[config.mk]
export PLATFORM = sky130hd
export DESIGN_NAME = ffoc_device_flat
export DESIGN_NICKNAME = d
export VERILOG_FILES = /design/src/ffoc_pkg.sv /design/src/ffoc_if.sv /design/src/ffoc_device.sv /design/src/flat_wrapper.sv
export SDC_FILE = /design/constraint.sdc
export NUM_CORES = 1
export LEC_CHECK = 0
export CAP_MARGIN = 30
export CORE_ASPECT_RATIO = 0.5
export CORE_MARGIN = 5
export CORE_UTILIZATION = 62
export DETAILED_ROUTE_END_ITERATION = 16
export DONT_BUFFER_PORTS = 1
export GPL_TIMING_DRIVEN = 0
export PLACE_DENSITY = 0.85
export SKIP_LAST_GASP = 1
export SYNTH_ARGS = -nofsm -noshare
export SYNTH_HDL_FRONTEND = slang
export SYNTH_SLANG_ARGS = --single-unit
[constraint.sdc]
create_clock -name ref_clk_i -period 2.2 [get_ports ref_clk_i]
set_clock_uncertainty 0.05 [all_clocks]
set_input_delay 0.33 -clock ref_clk_i [delete_from_list [all_inputs] [get_ports ref_clk_i]]
set_output_delay 0.33 -clock ref_clk_i [all_outputs]
set_load 0.01 [all_outputs]
[src/ffoc_pkg.sv]
// How it works
// - pin high after reset release selects standard
// - pin low after reset release selects fall-through
// - standard timing drives empty and full flags
// - standard timing presents words only on read
// - fall-through drives the same not-empty and not-full flags as standard
// - first word falls through without read
// - host holds timing pin static afterwards
// - four offset registers, two per fifo
// - flag selects at release load presets
// - host releases both resets for fifo2 presets
// - fs0 fs1 low selects parallel, fs2 parity
// - host keeps fs0 fs1 low after parallel
// - first four fifo1 writes load offsets
// - non-interspersed takes contiguous low bits
// - interspersed parity skips data bit 8
// - highest used bit is offset msb
// - host programs offsets within legal range
// - after four loads raise port c ready
// - fs pattern low-high-low selects serial loading
// - interspersed parity forbids serial loading
// - flag selects behave same in both timings
// - partial reset keeps offsets, method, timing
// - fifo2 reset release alone clears fifo2 offsets
package ffoc_pkg;
	localparam int         OFS_W     = 13;
	localparam int         BUS_W     = 36;
	localparam int         PAR_BIT   = 8;
	localparam int         LOAD_CNT  = 4;
	localparam logic [2:0] FS_P64    = 3'h7;
	localparam logic [2:0] FS_P16    = 3'h6;
	localparam logic [2:0] FS_P8     = 3'h5;
	localparam logic [2:0] FS_P256   = 3'h3;
	localparam logic [2:0] FS_P1024  = 3'h1;
	localparam logic [2:0] FS_SERIAL = 3'h2;
	localparam logic [2:0] FS_PAR_NI = 3'h4;
	localparam logic [2:0] FS_PAR_IP = 3'h0;
	localparam logic [12:0] OFS_64   = 13'h0040;
	localparam logic [12:0] OFS_16   = 13'h0010;
	localparam logic [12:0] OFS_8    = 13'h0008;
	localparam logic [12:0] OFS_256  = 13'h0100;
	localparam logic [12:0] OFS_1024 = 13'h0400;
	localparam logic [12:0] OFS_RST  = 13'h0000;
	typedef enum logic [1:0] {
		FFOC_M_PRESET,
		FFOC_M_PARALLEL,
		FFOC_M_SERIAL
	} ffoc_method_t;
endpackage

[src/ffoc_if.sv]
`timescale 1ns/1ps
interface ffoc_if;
	logic              fifo1_full_reset_n;
	logic              fifo2_full_reset_n;
	logic              part_reset1_n;
	logic              part_reset2_n;
	logic              endian_timing_select;
	logic              flag_sel0_serial_in;
	logic              flag_sel1_serial_enable_n;
	logic              flag_sel2_parity_choice;
	logic              port_a_write;
	logic [35:0]       wide_port_bus;
	modport device (
		input fifo1_full_reset_n, fifo2_full_reset_n, part_reset1_n,
		      part_reset2_n, endian_timing_select, flag_sel0_serial_in,
		      flag_sel1_serial_enable_n, flag_sel2_parity_choice,
		      port_a_write, wide_port_bus
	);
	modport host (
		output fifo1_full_reset_n, fifo2_full_reset_n, part_reset1_n,
		       part_reset2_n, endian_timing_select, flag_sel0_serial_in,
		       flag_sel1_serial_enable_n, flag_sel2_parity_choice,
		       port_a_write, wide_port_bus
	);
endinterface

[src/ffoc_device.sv]
`timescale 1ns/1ps
module ffoc_device #(
	parameter int OFS_WIDTH = 13
) (
	// clock and reset
	input  wire logic        ref_clk_i,
	input  wire logic        reset_n_i,
	// link
	ffoc_if.device           lnk,
	// fifo state from the storage core
	input  wire logic        fifo1_empty_i,
	input  wire logic        fifo1_full_i,
	input  wire logic        fifo2_empty_i,
	input  wire logic        fifo2_full_i,
	// configuration out
	output logic [12:0]      fifo1_almost_empty_offset_o,
	output logic [12:0]      fifo1_almost_full_offset_o,
	output logic [12:0]      fifo2_almost_empty_offset_o,
	output logic [12:0]      fifo2_almost_full_offset_o,
	output logic             fifo1_fall_through_o,
	output logic             fifo2_fall_through_o,
	output logic             interspersed_parity_mode_o,
	output logic             serial_load_mode_o,
	output logic             mem_write_o,
	output logic             fifo1_write_ready_o,
	output logic             port_c_input_ready_o,
	// flags
	output logic             port_b_flag_o,
	output logic             port_a_flag_o,
	output logic             port_a_full_flag_o,
	output logic             port_c_full_flag_o
);
	// the grab mask and the 13-bit outputs serve only these widths
	if (OFS_WIDTH < 11 || OFS_WIDTH > 13) begin : g_width_check
		$error("offset width must be 11 to 13");
	end

	// ****************************************
	// configuration state
	// ****************************************
	logic [12:0]          x1, y1, x2, y2;
	logic [12:0]          next_x1, next_y1, next_x2, next_y2;
	logic                 ft1, ft2, next_ft1, next_ft2;
	logic                 tpend1, tpend2, next_tpend1, next_tpend2;
	logic                 ip, next_ip;
	ffoc_pkg::ffoc_method_t meth, next_meth;
	logic [2:0]           lcnt, next_lcnt;
	logic                 m1_q, m2_q;
	logic                 rdy1, rdy2, next_rdy1, next_rdy2;
	logic                 mw, next_mw;
	logic                 ser, next_ser;
	logic [2:0]           fs;
	logic [12:0]          pval, preset;
	logic                 rel1, rel2;

	function automatic logic [12:0] fs_preset(input logic [2:0] f);
		case (f)
			ffoc_pkg::FS_P64:   fs_preset = ffoc_pkg::OFS_64;
			ffoc_pkg::FS_P16:   fs_preset = ffoc_pkg::OFS_16;
			ffoc_pkg::FS_P8:    fs_preset = ffoc_pkg::OFS_8;
			ffoc_pkg::FS_P256:  fs_preset = ffoc_pkg::OFS_256;
			ffoc_pkg::FS_P1024: fs_preset = ffoc_pkg::OFS_1024;
			default:            fs_preset = ffoc_pkg::OFS_RST;
		endcase
	endfunction

	// width-masked offset from the wide bus
	function automatic logic [12:0] grab(input logic [35:0] d,
	                                      input logic ipm);
		logic [12:0] s;
		logic [12:0] m;
		s = ipm ? {d[13:9], d[7:0]} : d[12:0];
		m = 13'h1fff >> (13 - OFS_WIDTH);
		grab = s & m;
	endfunction

	assign fs     = {lnk.flag_sel2_parity_choice,
	                 lnk.flag_sel1_serial_enable_n,
	                 lnk.flag_sel0_serial_in};
	assign rel1   = lnk.fifo1_full_reset_n & ~m1_q;
	assign rel2   = lnk.fifo2_full_reset_n & ~m2_q;
	assign preset = fs_preset(fs);
	assign pval   = grab(lnk.wide_port_bus, ip);

	always_comb begin
		next_x1 = x1;
		next_y1 = y1;
		next_x2 = x2;
		next_y2 = y2;
		next_ft1 = ft1;
		next_ft2 = ft2;
		next_tpend1 = tpend1;
		next_tpend2 = tpend2;
		next_ip = ip;
		next_meth = meth;
		next_lcnt = lcnt;
		next_rdy1 = rdy1;
		next_rdy2 = rdy2;
		next_mw = 1'b0;
		// timing mode: pin level at second edge after release
		if (tpend1) begin
			next_ft1 = ~lnk.endian_timing_select;
			next_tpend1 = 1'b0;
		end
		if (tpend2) begin
			next_ft2 = ~lnk.endian_timing_select;
			next_tpend2 = 1'b0;
		end
		if (rel2) begin
			next_x2 = ffoc_pkg::OFS_RST;
			next_y2 = ffoc_pkg::OFS_RST;
			next_tpend2 = 1'b1;
			next_rdy2 = 1'b0;
		end
		if (rel1) begin
			next_tpend1 = 1'b1;
			next_rdy1 = 1'b0;
			next_x1 = preset;
			next_y1 = preset;
			next_meth = ffoc_pkg::FFOC_M_PRESET;
			next_ip = 1'b0;
			next_lcnt = 3'h0;
			if (fs == ffoc_pkg::FS_SERIAL && rel2) begin
				next_meth = ffoc_pkg::FFOC_M_SERIAL;
			end else if ((fs == ffoc_pkg::FS_PAR_NI ||
			              fs == ffoc_pkg::FS_PAR_IP) && rel2) begin
				next_meth = ffoc_pkg::FFOC_M_PARALLEL;
				next_ip = ~fs[2];
			end else begin
				next_rdy1 = 1'b1;
				next_rdy2 = 1'b1;
			end
			if (rel2) begin
				next_x2 = preset;
				next_y2 = preset;
			end
		end else if (rel2) begin
			next_rdy2 = 1'b1;
		end else if (meth == ffoc_pkg::FFOC_M_PARALLEL &&
		             lnk.port_a_write) begin
			if (lcnt < 3'(ffoc_pkg::LOAD_CNT)) begin
				case (lcnt)
					3'h0: next_y1 = pval;
					3'h1: next_x1 = pval;
					3'h2: next_y2 = pval;
					3'h3: next_x2 = pval;
					default: next_x2 = x2;
				endcase
				next_lcnt = lcnt + 3'h1;
				next_rdy1 = 1'b1;
				if (lcnt == 3'h3)
					next_rdy2 = 1'b1;
			end else begin
				next_mw = 1'b1;
			end
		end else if (lnk.port_a_write && rdy1) begin
			next_mw = 1'b1;
		end
		next_ser = (next_meth == ffoc_pkg::FFOC_M_SERIAL);
	end

	// partial reset touches nothing here: it only resets pointers
	// in the storage core, so the settings survive by design.
	always_ff @(posedge ref_clk_i or negedge reset_n_i) begin
		if (!reset_n_i) begin
			x1 <= ffoc_pkg::OFS_RST;
			y1 <= ffoc_pkg::OFS_RST;
			x2 <= ffoc_pkg::OFS_RST;
			y2 <= ffoc_pkg::OFS_RST;
			ft1 <= 1'b0;
			ft2 <= 1'b0;
			tpend1 <= 1'b0;
			tpend2 <= 1'b0;
			ip <= 1'b0;
			meth <= ffoc_pkg::FFOC_M_PRESET;
			lcnt <= 3'h0;
			m1_q <= 1'b0;
			m2_q <= 1'b0;
			rdy1 <= 1'b0;
			rdy2 <= 1'b0;
			mw <= 1'b0;
			ser <= 1'b0;
		end else begin
			x1 <= next_x1;
			y1 <= next_y1;
			x2 <= next_x2;
			y2 <= next_y2;
			ft1 <= next_ft1;
			ft2 <= next_ft2;
			tpend1 <= next_tpend1;
			tpend2 <= next_tpend2;
			ip <= next_ip;
			meth <= next_meth;
			lcnt <= next_lcnt;
			m1_q <= lnk.fifo1_full_reset_n;
			m2_q <= lnk.fifo2_full_reset_n;
			rdy1 <= next_rdy1;
			rdy2 <= next_rdy2;
			mw <= next_mw;
			ser <= next_ser;
		end
	end

	// ****************************************
	// flags
	// ****************************************
	logic pb, pa, pfa, pfc;
	logic next_pb, next_pa, next_pfa, next_pfc;

	always_comb begin
		// both timings: not-empty / not-full, full flags gated by ready
		next_pb  = ~fifo1_empty_i;
		next_pa  = ~fifo2_empty_i;
		next_pfa = rdy1 & ~fifo1_full_i;
		next_pfc = rdy2 & ~fifo2_full_i;
	end

	always_ff @(posedge ref_clk_i or negedge reset_n_i) begin
		if (!reset_n_i) begin
			pb <= 1'b0;
			pa <= 1'b0;
			pfa <= 1'b0;
			pfc <= 1'b0;
		end else begin
			pb <= next_pb;
			pa <= next_pa;
			pfa <= next_pfa;
			pfc <= next_pfc;
		end
	end

	assign fifo1_almost_empty_offset_o = x1;
	assign fifo1_almost_full_offset_o  = y1;
	assign fifo2_almost_empty_offset_o = x2;
	assign fifo2_almost_full_offset_o  = y2;
	assign fifo1_fall_through_o        = ft1;
	assign fifo2_fall_through_o        = ft2;
	assign interspersed_parity_mode_o  = ip;
	assign serial_load_mode_o          = ser;
	assign mem_write_o                 = mw;
	assign fifo1_write_ready_o         = rdy1;
	assign port_c_input_ready_o        = rdy2;
	assign port_b_flag_o               = pb;
	assign port_a_flag_o               = pa;
	assign port_a_full_flag_o          = pfa;
	assign port_c_full_flag_o          = pfc;
endmodule

[src/flat_wrapper.sv]
// flat-port wrapper written by rule: the top's interface ports become plain ports
module ffoc_device_flat 
#(
	parameter int OFS_WIDTH = 13
)
  (ref_clk_i, reset_n_i, fifo1_empty_i, fifo1_full_i, fifo2_empty_i, fifo2_full_i, fifo1_almost_empty_offset_o, fifo1_almost_full_offset_o, fifo2_almost_empty_offset_o, fifo2_almost_full_offset_o, fifo1_fall_through_o, fifo2_fall_through_o, interspersed_parity_mode_o, serial_load_mode_o, mem_write_o, fifo1_write_ready_o, port_c_input_ready_o, port_b_flag_o, port_a_flag_o, port_a_full_flag_o, port_c_full_flag_o, lnk_fifo1_full_reset_n, lnk_fifo2_full_reset_n, lnk_part_reset1_n, lnk_part_reset2_n, lnk_endian_timing_select, lnk_flag_sel0_serial_in, lnk_flag_sel1_serial_enable_n, lnk_flag_sel2_parity_choice, lnk_port_a_write, lnk_wide_port_bus);
  ffoc_if lnk_i ();
  input  wire logic ref_clk_i;
  input  wire logic reset_n_i;
  input  wire logic fifo1_empty_i;
  input  wire logic fifo1_full_i;
  input  wire logic fifo2_empty_i;
  input  wire logic fifo2_full_i;
  output logic [12:0] fifo1_almost_empty_offset_o;
  output logic [12:0] fifo1_almost_full_offset_o;
  output logic [12:0] fifo2_almost_empty_offset_o;
  output logic [12:0] fifo2_almost_full_offset_o;
  output logic fifo1_fall_through_o;
  output logic fifo2_fall_through_o;
  output logic interspersed_parity_mode_o;
  output logic serial_load_mode_o;
  output logic mem_write_o;
  output logic fifo1_write_ready_o;
  output logic port_c_input_ready_o;
  output logic port_b_flag_o;
  output logic port_a_flag_o;
  output logic port_a_full_flag_o;
  output logic port_c_full_flag_o;
  input wire logic [$bits(lnk_i.fifo1_full_reset_n)-1:0] lnk_fifo1_full_reset_n;
  input wire logic [$bits(lnk_i.fifo2_full_reset_n)-1:0] lnk_fifo2_full_reset_n;
  input wire logic [$bits(lnk_i.part_reset1_n)-1:0] lnk_part_reset1_n;
  input wire logic [$bits(lnk_i.part_reset2_n)-1:0] lnk_part_reset2_n;
  input wire logic [$bits(lnk_i.endian_timing_select)-1:0] lnk_endian_timing_select;
  input wire logic [$bits(lnk_i.flag_sel0_serial_in)-1:0] lnk_flag_sel0_serial_in;
  input wire logic [$bits(lnk_i.flag_sel1_serial_enable_n)-1:0] lnk_flag_sel1_serial_enable_n;
  input wire logic [$bits(lnk_i.flag_sel2_parity_choice)-1:0] lnk_flag_sel2_parity_choice;
  input wire logic [$bits(lnk_i.port_a_write)-1:0] lnk_port_a_write;
  input wire logic [$bits(lnk_i.wide_port_bus)-1:0] lnk_wide_port_bus;
  assign lnk_i.fifo1_full_reset_n = lnk_fifo1_full_reset_n;
  assign lnk_i.fifo2_full_reset_n = lnk_fifo2_full_reset_n;
  assign lnk_i.part_reset1_n = lnk_part_reset1_n;
  assign lnk_i.part_reset2_n = lnk_part_reset2_n;
  assign lnk_i.endian_timing_select = lnk_endian_timing_select;
  assign lnk_i.flag_sel0_serial_in = lnk_flag_sel0_serial_in;
  assign lnk_i.flag_sel1_serial_enable_n = lnk_flag_sel1_serial_enable_n;
  assign lnk_i.flag_sel2_parity_choice = lnk_flag_sel2_parity_choice;
  assign lnk_i.port_a_write = lnk_port_a_write;
  assign lnk_i.wide_port_bus = lnk_wide_port_bus;
  ffoc_device #(.OFS_WIDTH(OFS_WIDTH)) u_core (.ref_clk_i(ref_clk_i), .reset_n_i(reset_n_i), .lnk(lnk_i), .fifo1_empty_i(fifo1_empty_i), .fifo1_full_i(fifo1_full_i), .fifo2_empty_i(fifo2_empty_i), .fifo2_full_i(fifo2_full_i), .fifo1_almost_empty_offset_o(fifo1_almost_empty_offset_o), .fifo1_almost_full_offset_o(fifo1_almost_full_offset_o), .fifo2_almost_empty_offset_o(fifo2_almost_empty_offset_o), .fifo2_almost_full_offset_o(fifo2_almost_full_offset_o), .fifo1_fall_through_o(fifo1_fall_through_o), .fifo2_fall_through_o(fifo2_fall_through_o), .interspersed_parity_mode_o(interspersed_parity_mode_o), .serial_load_mode_o(serial_load_mode_o), .mem_write_o(mem_write_o), .fifo1_write_ready_o(fifo1_write_ready_o), .port_c_input_ready_o(port_c_input_ready_o), .port_b_flag_o(port_b_flag_o), .port_a_flag_o(port_a_flag_o), .port_a_full_flag_o(port_a_full_flag_o), .port_c_full_flag_o(port_c_full_flag_o));
endmodule
==> metrics.log <==
INFO  metric cts_root_buf = clkbuf_8
INFO  metric multi_input_area = 0.00125 mm2
INFO  metric ctsResizeCount = 0
INFO  metric grt.total_usage = 0.270
INFO  metric report.final.setup_viol = 0
INFO  metric vias = 2603
INFO  metric worst-endpoint-required = 2.36 ns
INFO  metric cts_tree = yes
INFO  metric slew_viol_final = 0
INFO  metric htree_num_levels = 3
INFO  metric drcViolationCount = 0
INFO  metric grt_antenna_before_repair = 0
INFO  metric ys.warnings.count = 0
INFO  metric critical_path.slowest_cell = o311ai_0
INFO  metric grt_remaining_overflow = 0
INFO  metric worst_pin_slew = 0.576 ns
INFO  metric post-route-period-util = 0.886
INFO  metric powerDensity = 789 mW/mm2
INFO  metric run_status = finished, final reports clean
INFO  metric r2r_cells = 6
INFO  metric post-synth-top-area-fraction = 0.554
INFO  metric placeableCoreArea = 0.00500 mm2
INFO  metric postCtsSetupBuffers = 0
INFO  metric path_class_of_the_lowest_slack_min_delay_path = in2reg
INFO  metric syn_nets = 339
INFO  metric num-nets-final = 359
INFO  metric synth_area_per_cell = 11.5 um2
INFO  metric rsz0062_at_grt = false
INFO  metric layout-drive-gt1-share = 0.156
INFO  metric numPortBuffers = 0
INFO  metric leakagePower = 0.00158 uW
INFO  metric cpMostUsedCell = inv_1
INFO  metric totalPowerFinal = 2900 uW
INFO  metric maximum_number_of_pins_on_one_net_before_global_route_repair = 73
INFO  metric arrival = 2.11 ns
INFO  metric clock_insertion_delay_worst_skew = 0.36 ns
INFO  metric cap_violations = 0
INFO  metric worst_hold_startpoint = lnk_flag_sel2_parity_choice
INFO  metric num_rows = 18
INFO  metric synth_top_cells_by_area = dfrtp_1 55%, a22o_1 4.3%, a221o_1 3.1%
INFO  metric whs_endpoint = u_core.meth[1]
INFO  metric post_synth_instance_area = 0.00325 mm2
INFO  metric die-area = 0.00688 mm2
INFO  metric vias_per_std_cell = 6.89
INFO  metric numClockSinks = 72
INFO  metric first_pass_grt_wire_length = 14.2 mm
INFO  metric timing.critical_path.cells = inv_1 -> ha_1 -> inv_1 -> clkbuf_1 -> o311ai_0 -> o211ai_1
INFO  metric crit_type = reg2reg
INFO  metric share_of_async_settable_or_async_resettable_flops_after_synthesis = 1.00
INFO  metric synthDominantAreaCellType = dfrtp_1
INFO  metric worst_r2r_src = u_core.lcnt[0]
INFO  metric count_of_final_hold_check_violations = 0
INFO  metric ys_seq_area_frac = 0.554
INFO  metric synth_enable_flop_cells = 0
INFO  metric synthesis.instances = 283
INFO  metric die_x = 112 um
INFO  metric totalWireLength = 8.66 mm
INFO  metric detail-route-antenna-nets = 0
INFO  metric pin_count = 114
INFO  metric n_antenna_cell = 0
INFO  metric die_h = 61.2 um
INFO  metric first_global_vias = 2613
INFO  metric wl_per_cell = 22.9 um
INFO  metric hold_buffers = 8
INFO  metric synth-seq-cells = 72
INFO  metric yosys.cell_types.count = 46
INFO  metric layout_min_cycle_time = 1.95 ns
INFO  metric synth_most_common_cell = dfrtp_1
INFO  metric critPathCaptureType = flip-flop
INFO  metric ys.flop_type = dfrtp_1
INFO  metric clockBufferDepth = 2
INFO  metric worst_hold_path.num_cells = 1
INFO  metric peakVddDrop = 0.580 mV
INFO  metric ff_latch_area = 0.00180 mm2
INFO  metric detailedPlacementHpwl = 6.16 mm
INFO  metric path_clk_slew = 0.08 ns
INFO  metric synth_top_cells_by_count = 72 x dfrtp_1, 16 x a22o_1, 16 x buf_2
INFO  metric path_max_fanout = 10
INFO  metric worst_path_dominant_cell_family = compound AO/OA/AOI/OAI gates
INFO  metric r2r_setup_slack = 0.25 ns
INFO  metric fillCellCount = 350
INFO  metric gpl.final_weighted_congestion = 0.889
INFO  metric crit_path_max_incr_delay = 0.48 ns
INFO  metric startpoint_type = flip-flop
INFO  metric tritoncts.num_buffers = 9
INFO  metric area_growth = 13.0%
INFO  metric start_util = 0.650
INFO  metric crit_buf_inv = 3
INFO  metric r2r_end = u_core.fifo1_almost_full_offset_o[10]
INFO  metric fin_setup_tns = 0 ns
INFO  metric first_iter_violations = 338
INFO  metric worst_slew_margin_rel = 0.616
INFO  metric peak_clock_frequency_supported_by_timing = 513 MHz
INFO  metric detailed_routing_iterations_pass_1 = 5
==> report_power, final <==
part	switching, uW	total [uW]	internal [uW]
Combinational	164	249	85.9
Sequential	66.0	1440	1380
Clock	550	1200	654
Total	779	2900	2120
==> kinds of logic after synthesis <==
logic type / count (synthesis) / share of synthesized area
muxes: 7 / 0.0235
DFF: 72 / 0.554
and+or+nand+nor: 70 / 0.133
buffers and inverters: 41 / 0.0600
AOI/OAI and AO/OA: 88 / 0.210
adders and majority gates: 5 / 0.0192
==> metal layers <==
metal | up-vias | wire length (um) | track usage
met5 | - | 0 | 0
met3 | 12 | 1160 | 0.108
met4 | 0 | 90 | 0.0685
met2 | 170 | 3930 | 0.438
li1 | 1130 | - | -
met1 | 1291 | 3480 | 0.349
==> worst max path at each step <==
stage / startpoint / to / slack (ns) / depth (start not counted)
finish: u_core.lcnt[0] / u_core.fifo1_almost_full_offset_o[10] / 0.25 / 6
CTS: u_core.lcnt[0] / u_core.fifo1_almost_full_offset_o[10] / 0.31 / 6
global route: u_core.lcnt[0] / u_core.fifo1_almost_full_offset_o[10] / 0.18 / 6
floorplan: u_core.lcnt[0] / flip-flop / 0.57 / 5
detailed placement: u_core.lcnt[0] / flip-flop / 0.42 / 6
global placement: u_core.lcnt[0] / flip-flop / 0.40 / 6
==> worst reg2reg max path, stage by stage (launching register included) <==
cell	delay [ns]
dfrtp_1	0.42
inv_1	0.12
ha_1	0.23
inv_1	0.08
clkbuf_1	0.25
o311ai_0	0.48
o211ai_1	0.17
==> cell type report <==
cell class	instances	share of cell area
plain buffers	29	0.0402
clock inverters	7	0.0279
clock buffers	9	0.0337
flip-flops and latches	72	0.490
multi-input cells	170	0.342
repair buffers	9	0.0293
well taps	70	0.0238
inverters	12	0.0129
==> metrics by stage <==
step | cells | cell area (um2) | utilization | setup WS, ns | hold slack [ns]
after floorplan | 283 | 3250 | - | 0.575 | -0.0156
after global placement | 353 | 3340 | 0.668 | 0.400 | -0.0142
after detailed placement | 353 | 3340 | 0.668 | 0.416 | -0.0144
after CTS | 377 | 3660 | 0.733 | 0.315 | 0.000115
after global routing | 378 | 3670 | 0.735 | 0.175 | 0.0244
final | 378 | 3670 | 0.735 | 0.252 | 0.0281
==> cell usage in the layout, fill, tap and decap left out, types with 2 or more instances in the layout <==
master          n
dfrtp_1        72
buf_2          16
a22o_1         16
a21oi_1        14
nor3_1         12
o31ai_1        11
inv_1          10
nor4_1         10
nand4_1        10
a221o_1        10
clkbuf_1        9
clkbuf_8        9
a31oi_1         8
dlygate4sd3_1   8
nand2_1         7
a211oi_1        7
a311oi_1        6
mux2_2          5
nand3_1         5
ha_1            5
nor2_1          4
o311ai_0        4
o211ai_1        4
nand2b_1        3
nor2b_1         3
nand3b_1        3
or3_1           3
o21ai_0         3
and2_1          2
buf_6           2
mux2i_1         2
inv_6           2
bufinv_16       2
Note: power is estimated with default switching activity, not from simulation.
